[src/inc/hub_cfg_pkg.sv]
package hub_cfg_pkg;
  // apb register map (byte addresses)
  localparam logic [7:0] CTRL_ADDR   = 8'h00;
  localparam logic [7:0] STATUS_ADDR = 8'h04;
  localparam logic [7:0] ROUTE_ADDR  = 8'h08;
  localparam logic [7:0] LINK_ADDR   = 8'h0c;
  localparam logic [7:0] NRPORT_ADDR = 8'h10;
  localparam logic [7:0] LED_ADDR    = 8'h14;
  // ctrl fields
  localparam int CTRL_U12_EN   = 0;
  localparam int CTRL_LED_AUTO = 1;
  localparam int CTRL_SUSPEND  = 2;
  localparam int CTRL_REJECT   = 3;
  localparam int CTRL_SS_MODE  = 4;
  // link fields
  localparam int LINK_U3_REQ   = 0;
  localparam int LINK_U0_REQ   = 1;
  // timing
  localparam int CLK_MHZ        = 50;
  localparam int RST_DELAY_US   = 40;
  localparam int RST_DELAY_CYC  = RST_DELAY_US * CLK_MHZ;
  localparam int U1_IDLE_CYC    = 16;
  localparam int U2_IDLE_CYC    = 64;
  localparam int RST_CNT_W      = 12;
  localparam int IDLE_CNT_W     = 8;
  localparam int NPORT          = 4;
  // link power states, gray along u0-u1-u2-u3
  typedef enum logic [1:0] {
    LINK_U0 = 2'b00,
    LINK_U1 = 2'b01,
    LINK_U2 = 2'b11,
    LINK_U3 = 2'b10
  } link_state_t;
  // per-port route selection
  localparam logic ROUTE_REPEATER = 1'b0;
  localparam logic ROUTE_TT       = 1'b1;
endpackage

[src/verilog/hub_cfg_route.sv]
`timescale 1ns/100ps
// Behaviour
// - upstream uses full speed on a 1.1 parent, high speed on 2.0
// - in 1.1 mode every port routes through the repeater
// - in 2.0 mode high-speed downstream devices route through repeater
// - in 2.0 mode full or low speed devices route through translator
// - one shared translator buffer control serves all downstream ports
// - wakeup while globally suspended raises an internal resume pulse
// - superspeed link power states U0, U1, U2 and U3 supported
// - device enters U1 then U2 itself when enabled and link idle
// - partner U1/U2 requests accepted or rejected by internal condition
// - chip reset from external reset pin or internal power-good loss
// - reset released about 40 microseconds after power good
// - suspend indicator asserted as soon as hub is globally suspended
// - port indicators follow hub flow, manual and automatic modes
// - indicator lighting switched off while globally suspended
// - polarity strap 0 gives active-high, 1 gives active-low enables
// - self power strap selects bus-powered or self-powered hub
// - strap can disable downstream port 4
// - non-removable ports set by firmware together with strap
// - charging logic runs handshake with compliant portable device
// - charge strap low disables, high enables charging on every port not disabled by strap
module hub_cfg_route #(
  parameter int RST_CYC = hub_cfg_pkg::RST_DELAY_CYC,
  parameter int NPORT   = hub_cfg_pkg::NPORT
) (
  input  wire logic             clk_in,
  input  wire logic             nrst_in,
  input  wire logic             external_reset_n_in,
  input  wire logic             power_good_in,
  // apb slave
  input  wire logic             psel_in,
  input  wire logic             penable_in,
  input  wire logic             pwrite_in,
  input  wire logic [7:0]       paddr_in,
  input  wire logic [31:0]      pwdata_in,
  output logic      [31:0]      prdata_out,
  output logic                  pready_out,
  output logic                  pslverr_out,
  // straps and pins
  input  wire logic             switch_polarity_strap_in,
  input  wire logic             self_power_select_in,
  input  wire logic             port4_disable_strap_in,
  input  wire logic [NPORT-1:0] nonremovable_strap_in,
  input  wire logic             indicator_charge_strap_pin_in,
  // link status
  input  wire logic             upstream_is_usb2_in,
  input  wire logic [NPORT-1:0] downstream_port_hs_in,
  input  wire logic [NPORT-1:0] wakeup_event_in,
  input  wire logic             traffic_pending_in,
  input  wire logic             partner_lp_req_in,
  input  wire logic [NPORT-1:0] charge_dp_src_in,
  // outputs
  output logic                  chip_rst_n_out,
  output logic                  upstream_hs_out,
  output logic      [NPORT-1:0] route_tt_out,
  output logic                  tt_busy_out,
  output logic                  resume_out,
  output logic      [1:0]       link_state_out,
  output logic                  lp_accept_out,
  output logic                  lp_reject_out,
  output logic                  suspend_indicator_out,
  output logic      [NPORT-1:0] port_led_out,
  output logic      [NPORT-1:0] power_enable_out,
  output logic                  self_powered_out,
  output logic      [NPORT-1:0] port_active_out,
  output logic      [NPORT-1:0] nonremovable_out,
  output logic      [NPORT-1:0] charge_dm_src_out
);

  typedef struct packed {
    logic [1:0]                   ext_sync;
    logic [1:0]                   pg_sync;
    logic [hub_cfg_pkg::RST_CNT_W-1:0] rst_cnt;
    logic                         chip_rst_n;
    logic                         straps_taken;
    logic                         pol;
    logic                         self_pwr;
    logic                         p4_dis;
    logic [NPORT-1:0]             nr_strap;
    logic                         chg_en;
    logic [4:0]                   ctrl;
    logic [NPORT-1:0]             pwr_req;
    logic [NPORT-1:0]             nr_fw;
    logic [NPORT-1:0]             led_man;
    logic [NPORT-1:0]             led_auto;
    hub_cfg_pkg::link_state_t     link;
    logic [hub_cfg_pkg::IDLE_CNT_W-1:0] idle_cnt;
    logic [NPORT+3:0]             strap_m;
    logic [NPORT+3:0]             strap_s;
    logic [NPORT-1:0]             dm_src;
    logic                         tt_busy;
    logic [NPORT-1:0]             pwr_en;
    logic [NPORT-1:0]             nr_out;
    logic [NPORT-1:0]             tt_sel;
    logic                         us_hs;
    logic                         resume;
    logic                         acc;
    logic                         rej;
    logic [NPORT-1:0]             ren;
    logic [NPORT-1:0]             led;
    logic                         susp_led;
    logic [31:0]                  rdata;
    logic                         ready;
    logic                         err;
  } state_t;

  state_t s_q;
  state_t s_d;
  logic   access;

  // an apb access phase; slave answers in the second access cycle
  // the ready flop masks the second access cycle, so a master that
  // holds the request until it sees pready cannot write twice
  assign access = psel_in & penable_in & ~s_q.ready;

  // low-power entry permitted by software: enable bit in superspeed
  // used for both self-initiated and partner-initiated entry
  function automatic logic lp_enabled(input logic [4:0] ctrl);
    return ctrl[hub_cfg_pkg::CTRL_U12_EN] &
           ctrl[hub_cfg_pkg::CTRL_SS_MODE];
  endfunction

  always_comb begin
    s_d = s_q;
    // two-flop synchronisers for the async reset sources
    s_d.ext_sync = {s_q.ext_sync[0], external_reset_n_in};
    s_d.pg_sync  = {s_q.pg_sync[0], power_good_in};
    if (!s_q.ext_sync[1] || !s_q.pg_sync[1]) begin
      s_d.rst_cnt    = '0;
      s_d.chip_rst_n = 1'b0;
    end else if (s_q.rst_cnt < RST_CYC[hub_cfg_pkg::RST_CNT_W-1:0]) begin
      s_d.rst_cnt = s_q.rst_cnt + 1'b1;
    end else begin
      s_d.chip_rst_n = 1'b1;
    end
    // strap pins are board levels, so they pass two flops first;
    // a strap moving during the counter settles long before release
    s_d.strap_m = {switch_polarity_strap_in, self_power_select_in,
                   port4_disable_strap_in, indicator_charge_strap_pin_in,
                   nonremovable_strap_in};
    s_d.strap_s = s_q.strap_m;
    // strap capture once at release; straps are static levels
    // later strap moves are ignored until the next chip reset
    if (!s_q.chip_rst_n) begin
      s_d.straps_taken = 1'b0;
    end else if (!s_q.straps_taken) begin
      s_d.straps_taken = 1'b1;
      s_d.pol          = s_q.strap_s[NPORT+3];
      s_d.self_pwr     = s_q.strap_s[NPORT+2];
      s_d.p4_dis       = s_q.strap_s[NPORT+1];
      s_d.chg_en       = s_q.strap_s[NPORT];
      s_d.nr_strap     = s_q.strap_s[NPORT-1:0];
    end
    s_d.us_hs = upstream_is_usb2_in;
    for (int i = 0; i < NPORT; i++) begin
      s_d.tt_sel[i] = upstream_is_usb2_in & ~downstream_port_hs_in[i];
    end
    // single shared translator busy when any port uses it
    // one buffer control serves all ports, so busy is a plain or
    s_d.tt_busy = |s_q.tt_sel;
    s_d.resume = s_q.ctrl[hub_cfg_pkg::CTRL_SUSPEND] & (|wakeup_event_in);
    s_d.acc = 1'b0;
    s_d.rej = 1'b0;
    if (traffic_pending_in) begin
      s_d.idle_cnt = '0;
    end else if (s_q.idle_cnt != '1) begin
      s_d.idle_cnt = s_q.idle_cnt + 1'b1;
    end
    if (!s_q.ctrl[hub_cfg_pkg::CTRL_SS_MODE]) begin
      s_d.link = hub_cfg_pkg::LINK_U0;
    end else begin
      case (s_q.link)
        hub_cfg_pkg::LINK_U0: begin
          if (partner_lp_req_in) begin
            // accept only when idle, enabled and not forced off
            if (lp_enabled(s_q.ctrl) &&
                !s_q.ctrl[hub_cfg_pkg::CTRL_REJECT] &&
                !traffic_pending_in) begin
              s_d.acc  = 1'b1;
              s_d.link = hub_cfg_pkg::LINK_U1;
            end else begin
              s_d.rej = 1'b1;
            end
          // self-initiated entry
          // an idle count left from before an exit re-enters at once;
          // that is intended, the link really has been quiet that long
          end else if (lp_enabled(s_q.ctrl) &&
              s_q.idle_cnt >= hub_cfg_pkg::IDLE_CNT_W'(
                hub_cfg_pkg::U1_IDLE_CYC)) begin
            s_d.link = hub_cfg_pkg::LINK_U1;
          end
        end
        hub_cfg_pkg::LINK_U1: begin
          if (traffic_pending_in) begin
            s_d.link = hub_cfg_pkg::LINK_U0;
          end else if (s_q.idle_cnt >= hub_cfg_pkg::IDLE_CNT_W'(
              hub_cfg_pkg::U2_IDLE_CYC)) begin
            s_d.link = hub_cfg_pkg::LINK_U2;
          end
        end
        hub_cfg_pkg::LINK_U2: begin
          if (traffic_pending_in) begin
            s_d.link = hub_cfg_pkg::LINK_U0;
          end
        end
        hub_cfg_pkg::LINK_U3: begin
          if (|wakeup_event_in) begin
            s_d.link = hub_cfg_pkg::LINK_U0;
          end
        end
        default: s_d.link = hub_cfg_pkg::LINK_U0;
      endcase
    end
    // charging handshake: answer dm while device drives dp
    for (int i = 0; i < NPORT; i++) begin
      s_d.dm_src[i] = s_q.chg_en & charge_dp_src_in[i] & s_q.ren[i];
    end
    s_d.ren = '1;
    if (s_q.p4_dis) begin
      s_d.ren[NPORT-1] = 1'b0;
    end
    for (int i = 0; i < NPORT; i++) begin
      s_d.led[i] = ~s_q.ctrl[hub_cfg_pkg::CTRL_SUSPEND] & s_q.ren[i] &
        (s_q.ctrl[hub_cfg_pkg::CTRL_LED_AUTO] ? s_q.led_auto[i]
                                             : s_q.led_man[i]);
    end
    s_d.susp_led = s_q.ctrl[hub_cfg_pkg::CTRL_SUSPEND];
    // polarity from strap, registered so the pins never glitch
    s_d.pwr_en = s_q.pol ? ~(s_q.pwr_req & s_q.ren)
                         : (s_q.pwr_req & s_q.ren);
    s_d.nr_out = s_q.nr_fw & s_q.nr_strap;
    // apb answer
    s_d.ready = access;
    s_d.err   = 1'b0;
    s_d.rdata = '0;
    if (access) begin
      case (paddr_in)
        hub_cfg_pkg::CTRL_ADDR: begin
          if (pwrite_in) begin
            s_d.ctrl = pwdata_in[4:0];
          end
          s_d.rdata = {27'h0, s_q.ctrl};
        end
        hub_cfg_pkg::STATUS_ADDR: begin
          s_d.rdata = {24'h0, s_q.chg_en, s_q.p4_dis, s_q.self_pwr,
                       s_q.pol, s_q.us_hs, s_q.link, s_q.chip_rst_n};
        end
        hub_cfg_pkg::ROUTE_ADDR: begin
          s_d.rdata = {{(32-NPORT){1'b0}}, s_q.tt_sel};
        end
        hub_cfg_pkg::LINK_ADDR: begin
          if (pwrite_in && pwdata_in[hub_cfg_pkg::LINK_U3_REQ]) begin
            s_d.link = hub_cfg_pkg::LINK_U3;
          end else if (pwrite_in && pwdata_in[hub_cfg_pkg::LINK_U0_REQ])
          begin
            s_d.link = hub_cfg_pkg::LINK_U0;
          end
          s_d.rdata = {30'h0, s_q.link};
        end
        hub_cfg_pkg::NRPORT_ADDR: begin
          if (pwrite_in) begin
            s_d.nr_fw   = pwdata_in[NPORT-1:0];
            s_d.pwr_req = pwdata_in[2*NPORT-1:NPORT];
          end
          s_d.rdata = {{(32-2*NPORT){1'b0}}, s_q.pwr_req, s_q.nr_fw};
        end
        hub_cfg_pkg::LED_ADDR: begin
          if (pwrite_in) begin
            s_d.led_man  = pwdata_in[NPORT-1:0];
            s_d.led_auto = pwdata_in[2*NPORT-1:NPORT];
          end
          s_d.rdata = {{(32-2*NPORT){1'b0}}, s_q.led_auto, s_q.led_man};
        end
        default: s_d.err = 1'b1; // unmapped address
      endcase
    end
  end

  // single state register
  always_ff @(posedge clk_in or negedge nrst_in) begin
    if (!nrst_in) begin
      s_q <= '0;
    end else begin
      s_q <= s_d;
    end
  end

  // outputs straight from flops
  assign prdata_out            = s_q.rdata;
  assign pready_out            = s_q.ready;
  assign pslverr_out           = s_q.err;
  assign chip_rst_n_out        = s_q.chip_rst_n;
  assign upstream_hs_out       = s_q.us_hs;
  assign route_tt_out          = s_q.tt_sel;
  assign tt_busy_out           = s_q.tt_busy;
  assign resume_out            = s_q.resume;
  assign link_state_out        = s_q.link;
  assign lp_accept_out         = s_q.acc;
  assign lp_reject_out         = s_q.rej;
  assign suspend_indicator_out = s_q.susp_led;
  assign port_led_out          = s_q.led;
  assign power_enable_out      = s_q.pwr_en;
  assign self_powered_out      = s_q.self_pwr;
  assign port_active_out       = s_q.ren;
  assign nonremovable_out      = s_q.nr_out;
  assign charge_dm_src_out     = s_q.dm_src;

endmodule // hub_cfg_route

[config.mk]
export PLATFORM = sky130hd
export DESIGN_NAME = hub_cfg_route
export DESIGN_NICKNAME = d
export VERILOG_FILES = /design/src/inc/hub_cfg_pkg.sv /design/src/verilog/hub_cfg_route.sv
export SDC_FILE = /design/constraint.sdc
export NUM_CORES = 1
export LEC_CHECK = 0
export BUFFER_PORTS_ARGS = -buffer_cell sky130_fd_sc_hd__buf_2
export CAP_MARGIN = 10
export CORE_ASPECT_RATIO = 1.25
export CORE_MARGIN = 1.5
export CORE_UTILIZATION = 25
export CTS_BUF_LIST = sky130_fd_sc_hd__clkbuf_16
export CTS_CLUSTER_DIAMETER = 50
export CTS_CLUSTER_SIZE = 28
export DETAILED_ROUTE_END_ITERATION = 8
export MAX_ROUTING_LAYER = met4
export PLACE_DENSITY = 0.43
export SLEW_MARGIN = 20
export SYNTH_ARGS = -nofsm -noshare
export SYNTH_HDL_FRONTEND = slang
export SYNTH_SLANG_ARGS = --single-unit
[constraint.sdc]
create_clock -name clk_in -period 3.6 [get_ports clk_in]
set_input_delay 0.72 -clock clk_in [delete_from_list [all_inputs] [get_ports clk_in]]
set_output_delay 0.72 -clock clk_in [all_outputs]
set_load 0.05 [all_outputs]
==> impl_metrics.json, run 1 <==
{
  "status": "finished, final reports clean",
  "drc_errors": 0,
  "worst_pin_slew_ps": 953,
  "synth_seq_cells": 111,
  "p_clk_share_pct": 38.8,
  "pre_cts_ws_ps": 521,
  "syn_area_um2": 4870,
  "fin_ws_ps": 897,
  "max-cap-violations": 0,
  "crit_chain": "buf_2 -> or4_4 -> or4_4 -> or4b_1 -> mux2_4",
  "cts-hold-fix-buffers": 0,
  "drt_wl_total_um": 10300,
  "wire_per_inst_um": 15.0,
  "synthMuxAreaShare_pct": 11.9,
  "synth_top_family_by_area": "simple AND/OR/NAND/NOR gates",
  "die_y_um": 159,
  "switchingPower_uw": 633,
  "multi_input_area_um2": 1650,
  "pwr-share-comb_pct": 8.1,
  "cts-root-buf": "clkbuf_16",
  "clk_latency_ps": 360,
  "initial_core_util_pct": 25.7,
  "finalHoldViolCount": 0,
  "async_flop_share_pct": 100,
  "cts_tree": "built",
  "cp.arrival_ps": 2940,
  "avgSynthCellArea_um2": 12.2,
  "clkSlewWorstSetupHoldPaths_ps": 80,
  "clock_sinks": 111,
  "ir_drop_mv": 0.213,
  "htree_levels": 3,
  "slowest_delay_ps": 690,
  "dr_total_vias": 2946,
  "gp_congestion": 0.715,
  "critPathSlowestCell": "or4b_1",
  "period_minus_slack_ps": 2700,
  "endpoint_kind": "flop",
  "yosysWarnings": 0,
  "ys_seq_area_share_pct": 57.1,
  "regArea_um2": 2780,
  "antenna_found_initial": 1,
  "utilization_pct": 29.0,
  "cts_buffers": 9,
  "globalRoute.totalOverflow": 0,
  "nNetsFinal": 525,
  "critPathRequiredTime_ps": 3830,
  "synth-simple-area-share_pct": 12.8,
  "p_seq_share_pct": 53.1,
  "synth-xor-area-share_pct": 1.62,
  "rows": 56,
  "antenna_left": 0,
  "intPower_uw": 1790,
  "grt_first_pass_wirelength_um": 16400,
  "fmax_ghz": 0.370,
  "drt-initial-drc-count": 140,
  "dieArea_um2": 20300,
  "grt.total_usage_pct": 10.9,
  "setup_tns_ps": 0,
  "slew_headroom_pct": 36.5,
  "grt_max_degree": 73,
  "ioPinCount": 138,
  "yosys_most_used_dff": "dfrtp_1",
  "synth_compound_area_share_pct": 4.94,
  "switching_share_pct": 26.2,
  "final.period_utilization_pct": 75.1,
  "die-width_um": 128,
  "setup_viol_count_final": 0,
  "final_layout_size_suffix_gt1_share_pct": 32.2,
  "crit_top_cell": "or4_4",
  "ctsResizeCount": 0,
  "core_um2": 18900,
  "hold_class": "reg2reg",
  "final_max_slew_viol_count": 0,
  "cts_setup_buffers": 0,
  "place_hpwl_um": 7300,
  "skew_ps": 13.8,
  "dr.pass1.iters": 4,
  "synthAdderAreaFrac_pct": 0.771,
  "grt_pass1_vias": 2908,
  "critPathLaunchType": "input pin",
  "viasPerCell": 4.28,
  "io_buffers": 89,
  "syn_inst": 399,
  "synth_enable_flop_cells": 0,
  "fillCellCount": 1956,
  "cts_max_path_buffers": 2,
  "crit_type": "in2reg",
  "critPathMaxFanout": 11,
  "power_leakage_uw": 0.00267,
  "rsz0062_at_grt": "false",
  "area.growth.synth_to_final_pct": 12.8,
  "synth_cell_types": 50,
  "p_per_area_nw_per_um2": 440
}
power groups by stage:
stage / logic, µW / registers, µW / clock network (µW)
2_1_floorplan: 140 / 1320 / 0
3_3_place_gp: 197 / 1310 / 0
3_5_place_dp: 199 / 1310 / 0
4_1_cts: 199 / 1290 / 979
5_1_grt: 213 / 1290 / 1030
6_report: 195 / 1290 / 938
layout by cell type, fill, tap and decap left out, types with 2 or more instances in the layout:
cell type    n
mux4_2       5
xnor2_1      4
mux2_2      26
nor2b_1      7
nand3_1     10
nand2b_1     4
o21ai_0     10
xor2_1       5
buf_2       88
nor4_1       2
conb_1      25
o31ai_1      3
a21oi_1      8
o211ai_1     3
and3_1      10
clkinv_2     2
dfrtp_1    111
and2_1       5
mux2i_1     10
or4_1        4
or4_4        2
ha_1         3
a22oi_1      3
nand2_1     18
inv_1        8
or3_1        4
nor2_1      28
inv_6        2
nor3_1       8
nand4_1      2
a22o_1       2
mux2_4       5
clkbuf_16    9
stage by stage:
| stage | cell area [µm²] | cells | hold slack, ps | power, µW |
|---|---|---|---|---|
| finish | 5490 | 689 | 354 | 2420 |
| floorplan | 4950 | 422 | 331 | 1460 |
| CTS | 5490 | 688 | 356 | 2460 |
| detailed placement | 5220 | 673 | 337 | 1510 |
| global route | 5490 | 689 | 361 | 2530 |
| global placement | 5220 | 673 | 334 | 1510 |
synth_stat cells (7+ instances only):
| cell | number | area, µm² |
|---|---|---|
| a21oi_1 | 8 | 40.0 |
| and3_1 | 10 | 62.6 |
| buf_4 | 58 | 435 |
| clkbuf_1 | 10 | 37.5 |
| dfrtp_1 | 111 | 2780 |
| inv_1 | 8 | 30.0 |
| mux2_2 | 26 | 293 |
| mux2i_1 | 10 | 100 |
| nand2_1 | 18 | 67.6 |
| nand3_1 | 10 | 50.1 |
| nor2_1 | 28 | 105 |
| nor2b_1 | 7 | 43.8 |
| nor3_1 | 8 | 40.0 |
| o21ai_0 | 10 | 50.1 |
registers in the layout, indices dropped and copies added (netlist names), 4 cells and up:
signal,flops
s_q,58
s_d,11
prdata_out,8
charge_dm_src_out,4
nonremovable_out,4
port_led_out,4
power_enable_out,4
route_tt_out,4
layer usage:
metal | up-vias | wire (µm) | global-route usage (%)
li1 | 1395 | - | -
met1 | 1477 | 4500 | 13.3
met2 | 64 | 5200 | 17.4
met3 | 10 | 480 | 2.65
met4 | 0 | 155 | 4.29
met5 | - | 0 | -
worst max-delay path, delay by kind of cell:
kind | cells | cell delay, ps
and+or+nand+nor | 3 | 1760
muxes | 1 | 350
buffers and inverters | 1 | 90
cell families (layout without fill, tap and decap cells):
family / after synthesis / in the layout
other cells: 2 / 26
simple gates: 112 / 112
compound gates: 37 / 37
xor+xnor: 9 / 9
mux: 46 / 46
flops: 111 / 111
fa+ha+maj: 3 / 3
buf+inv: 79 / 113
final timing paths:
kind                                            from                              to  slack [ps]  cells after the start
worst min-delay path               s_d[64]$_DFF_PN0_               s_q[64]$_DFF_PN0_         350                      0
worst max-delay path                     paddr_in[0]            s_q[109]$_DFFE_PN0P_         900                      5
max in group asynchronous                    nrst_in             s_q[94]$_DFFE_PN0P_        2320                      2
min in group asynchronous                    nrst_in  charge_dm_src_out[1]$_DFF_PN0_         510                      1
worst max register to register  pready_out$_DFF_PN0_            s_q[109]$_DFFE_PN0P_        1370                      3
worst min register to register     s_d[64]$_DFF_PN0_               s_q[64]$_DFF_PN0_         350                      0
layout make-up:
class	instances	share of cell area [%]
flip-flops and latches	111	50.6
clock buffers	9	4.10
inverters	8	0.547
multi-input cells	232	30.1
repair buffers	90	8.52
clock inverters	6	0.798
diodes	1	0.0456
well taps	232	5.29
(Power assumes the default switching activity.)
==> run 2, diff against run 1 <==
clock period = 2.7 ns   (was 3.6 ns; I/O delays follow)
==> impl_metrics.json, run 2 (synthesis results as in run 1) <==
{
  "utilization_pct": 29.7,
  "final_max_slew_viol_count": 0,
  "antenna_found_initial": 1,
  "clkSlewWorstSetupHoldPaths_ps": 70,
  "io_buffers": 89,
  "clock_sinks": 111,
  "globalRoute.totalOverflow": 0,
  "die-width_um": 128,
  "area.growth.synth_to_final_pct": 15.5,
  "grt_pass1_vias": 3047,
  "critPathMaxFanout": 8,
  "cts_max_path_buffers": 2,
  "power_leakage_uw": 0.00275,
  "multi_input_area_um2": 1650,
  "place_hpwl_um": 7650,
  "htree_levels": 3,
  "core_um2": 18900,
  "cts-root-buf": "clkbuf_16",
  "endpoint_kind": "flop",
  "globalRoute.busiestLayer": "met2",
  "ir_drop_mv": 0.300,
  "final.period_utilization_pct": 87.9,
  "antenna_left": 0,
  "cts_setup_buffers": 0,
  "cp.arrival_ps": 2610,
  "fillCellCount": 1949,
  "met2_usage_pct": 17.5,
  "grt_first_pass_wirelength_um": 16600,
  "period_minus_slack_ps": 2370,
  "dr_total_vias": 2996,
  "cts_buffers": 9,
  "drt_wl_total_um": 10300,
  "worst_pin_slew_ps": 740,
  "use_met3_pct": 2.55,
  "met1_usage_pct": 13.1,
  "wire_per_inst_um": 14.7,
  "status": "finished, final reports clean",
  "largest_register_ffs": 58,
  "hold_class": "in2async",
  "cts_tree": "built",
  "max-cap-violations": 0,
  "gp_congestion": 0.730,
  "holdWs_ps": 135,
  "nNetsFinal": 535,
  "dieArea_um2": 20300,
  "clk_latency_ps": 350,
  "cts-hold-fix-buffers": 0,
  "final_layout_size_suffix_gt1_share_pct": 33.8,
  "ctsResizeCount": 0,
  "setup_tns_ps": 0,
  "viasPerCell": 4.28,
  "max_flop_register": "s_q",
  "initial_core_util_pct": 25.7,
  "grt_max_degree": 41,
  "critPathLaunchType": "input pin",
  "setup_viol_count_final": 0,
  "regArea_um2": 2780,
  "layout_commonest_cell": "dfrtp_1",
  "layout_common_cells": "dfrtp_1, buf_2, nor2_1",
  "fmax_ghz": 0.421,
  "drt-initial-drc-count": 112,
  "ioPinCount": 138,
  "dr.pass1.iters": 4,
  "skew_ps": 10.3,
  "die_y_um": 159,
  "drc_errors": 0,
  "rsz0062_at_grt": "false",
  "slew_headroom_pct": 50.6,
  "finalHoldViolCount": 0,
  "grt.total_usage_pct": 11.0,
  "rows": 56,
  "critPathRequiredTime_ps": 2940,
  "crit_type": "in2reg",
  "p_per_area_nw_per_um2": 611
}
-- run 2: changes by cell type in the layout (fill, tap and decap cells not counted) --
cell	previous run	this run
buf_4	1	11
bufinv_16	0	2
clkinv_2	2	1
clkinv_4	1	0
inv_8	0	1
-- run 2: metal layers --
| metal | up-vias | part of all wire (%) |
|---|---|---|
| li1 | 1417 | - |
| met1 | 1502 | 42 |
| met2 | 65 | 51 |
| met3 | 12 | 4.5 |
| met4 | 0 | 2.0 |
| met5 | - | 0 |
-- run 2: cell type report --
| cell class | instances | area share [%] |
|---|---|---|
| well taps | 232 | 5.16 |
| clock buffers | 9 | 4.01 |
| clock inverters | 7 | 1.80 |
| diodes | 1 | 0.0445 |
| flip-flops and latches | 111 | 49.4 |
| inverters | 8 | 0.534 |
| multi-input cells | 232 | 29.4 |
| repair buffers | 100 | 9.66 |
-- run 2: worst paths after layout --
kind,slack (ps),start,end,cells past startpoint
setup / recovery,330,paddr_in[0],s_q[98]$_DFFE_PN0P_,7
hold / removal,130,nrst_in,port_led_out[2]$_DFF_PN0_,1
setup reg to reg,620,pready_out$_DFF_PN0_,s_q[98]$_DFFE_PN0P_,5
max in group asynchronous,1780,nrst_in,s_q[134]$_DFF_PN0_,3
hold reg to reg,350,s_d[67]$_DFF_PN0_,s_q[67]$_DFF_PN0_,0
min in group clk_in,290,indicator_charge_strap_pin_in,s_d[68]$_DFF_PN0_,1
-- run 2: worst max-delay path, stage by stage --
cell     delay [ps]
buf_2            90
or4_4           540
or4_4           450
buf_4           200
nor4b_4         210
buf_4           230
mux2_2          350
-- run 2: per-stage QoR --
step	cell area [µm²]	worst slack, ps	instances	power (µW)
after floorplan	4950	157	422	1940
after global placement	5290	-19.3	683	2010
after detailed placement	5290	-45.5	683	2020
after CTS	5620	344	699	3490
after global routing	5620	282	700	3580
final	5620	327	700	3430
-- run 2: power breakdown --
| part | internal [µW] | switching [µW] |
|---|---|---|
| clock | 825 | 632 |
| combinational | 63.8 | 200 |
| sequential | 1690 | 19.3 |
| total | 2580 | 851 |
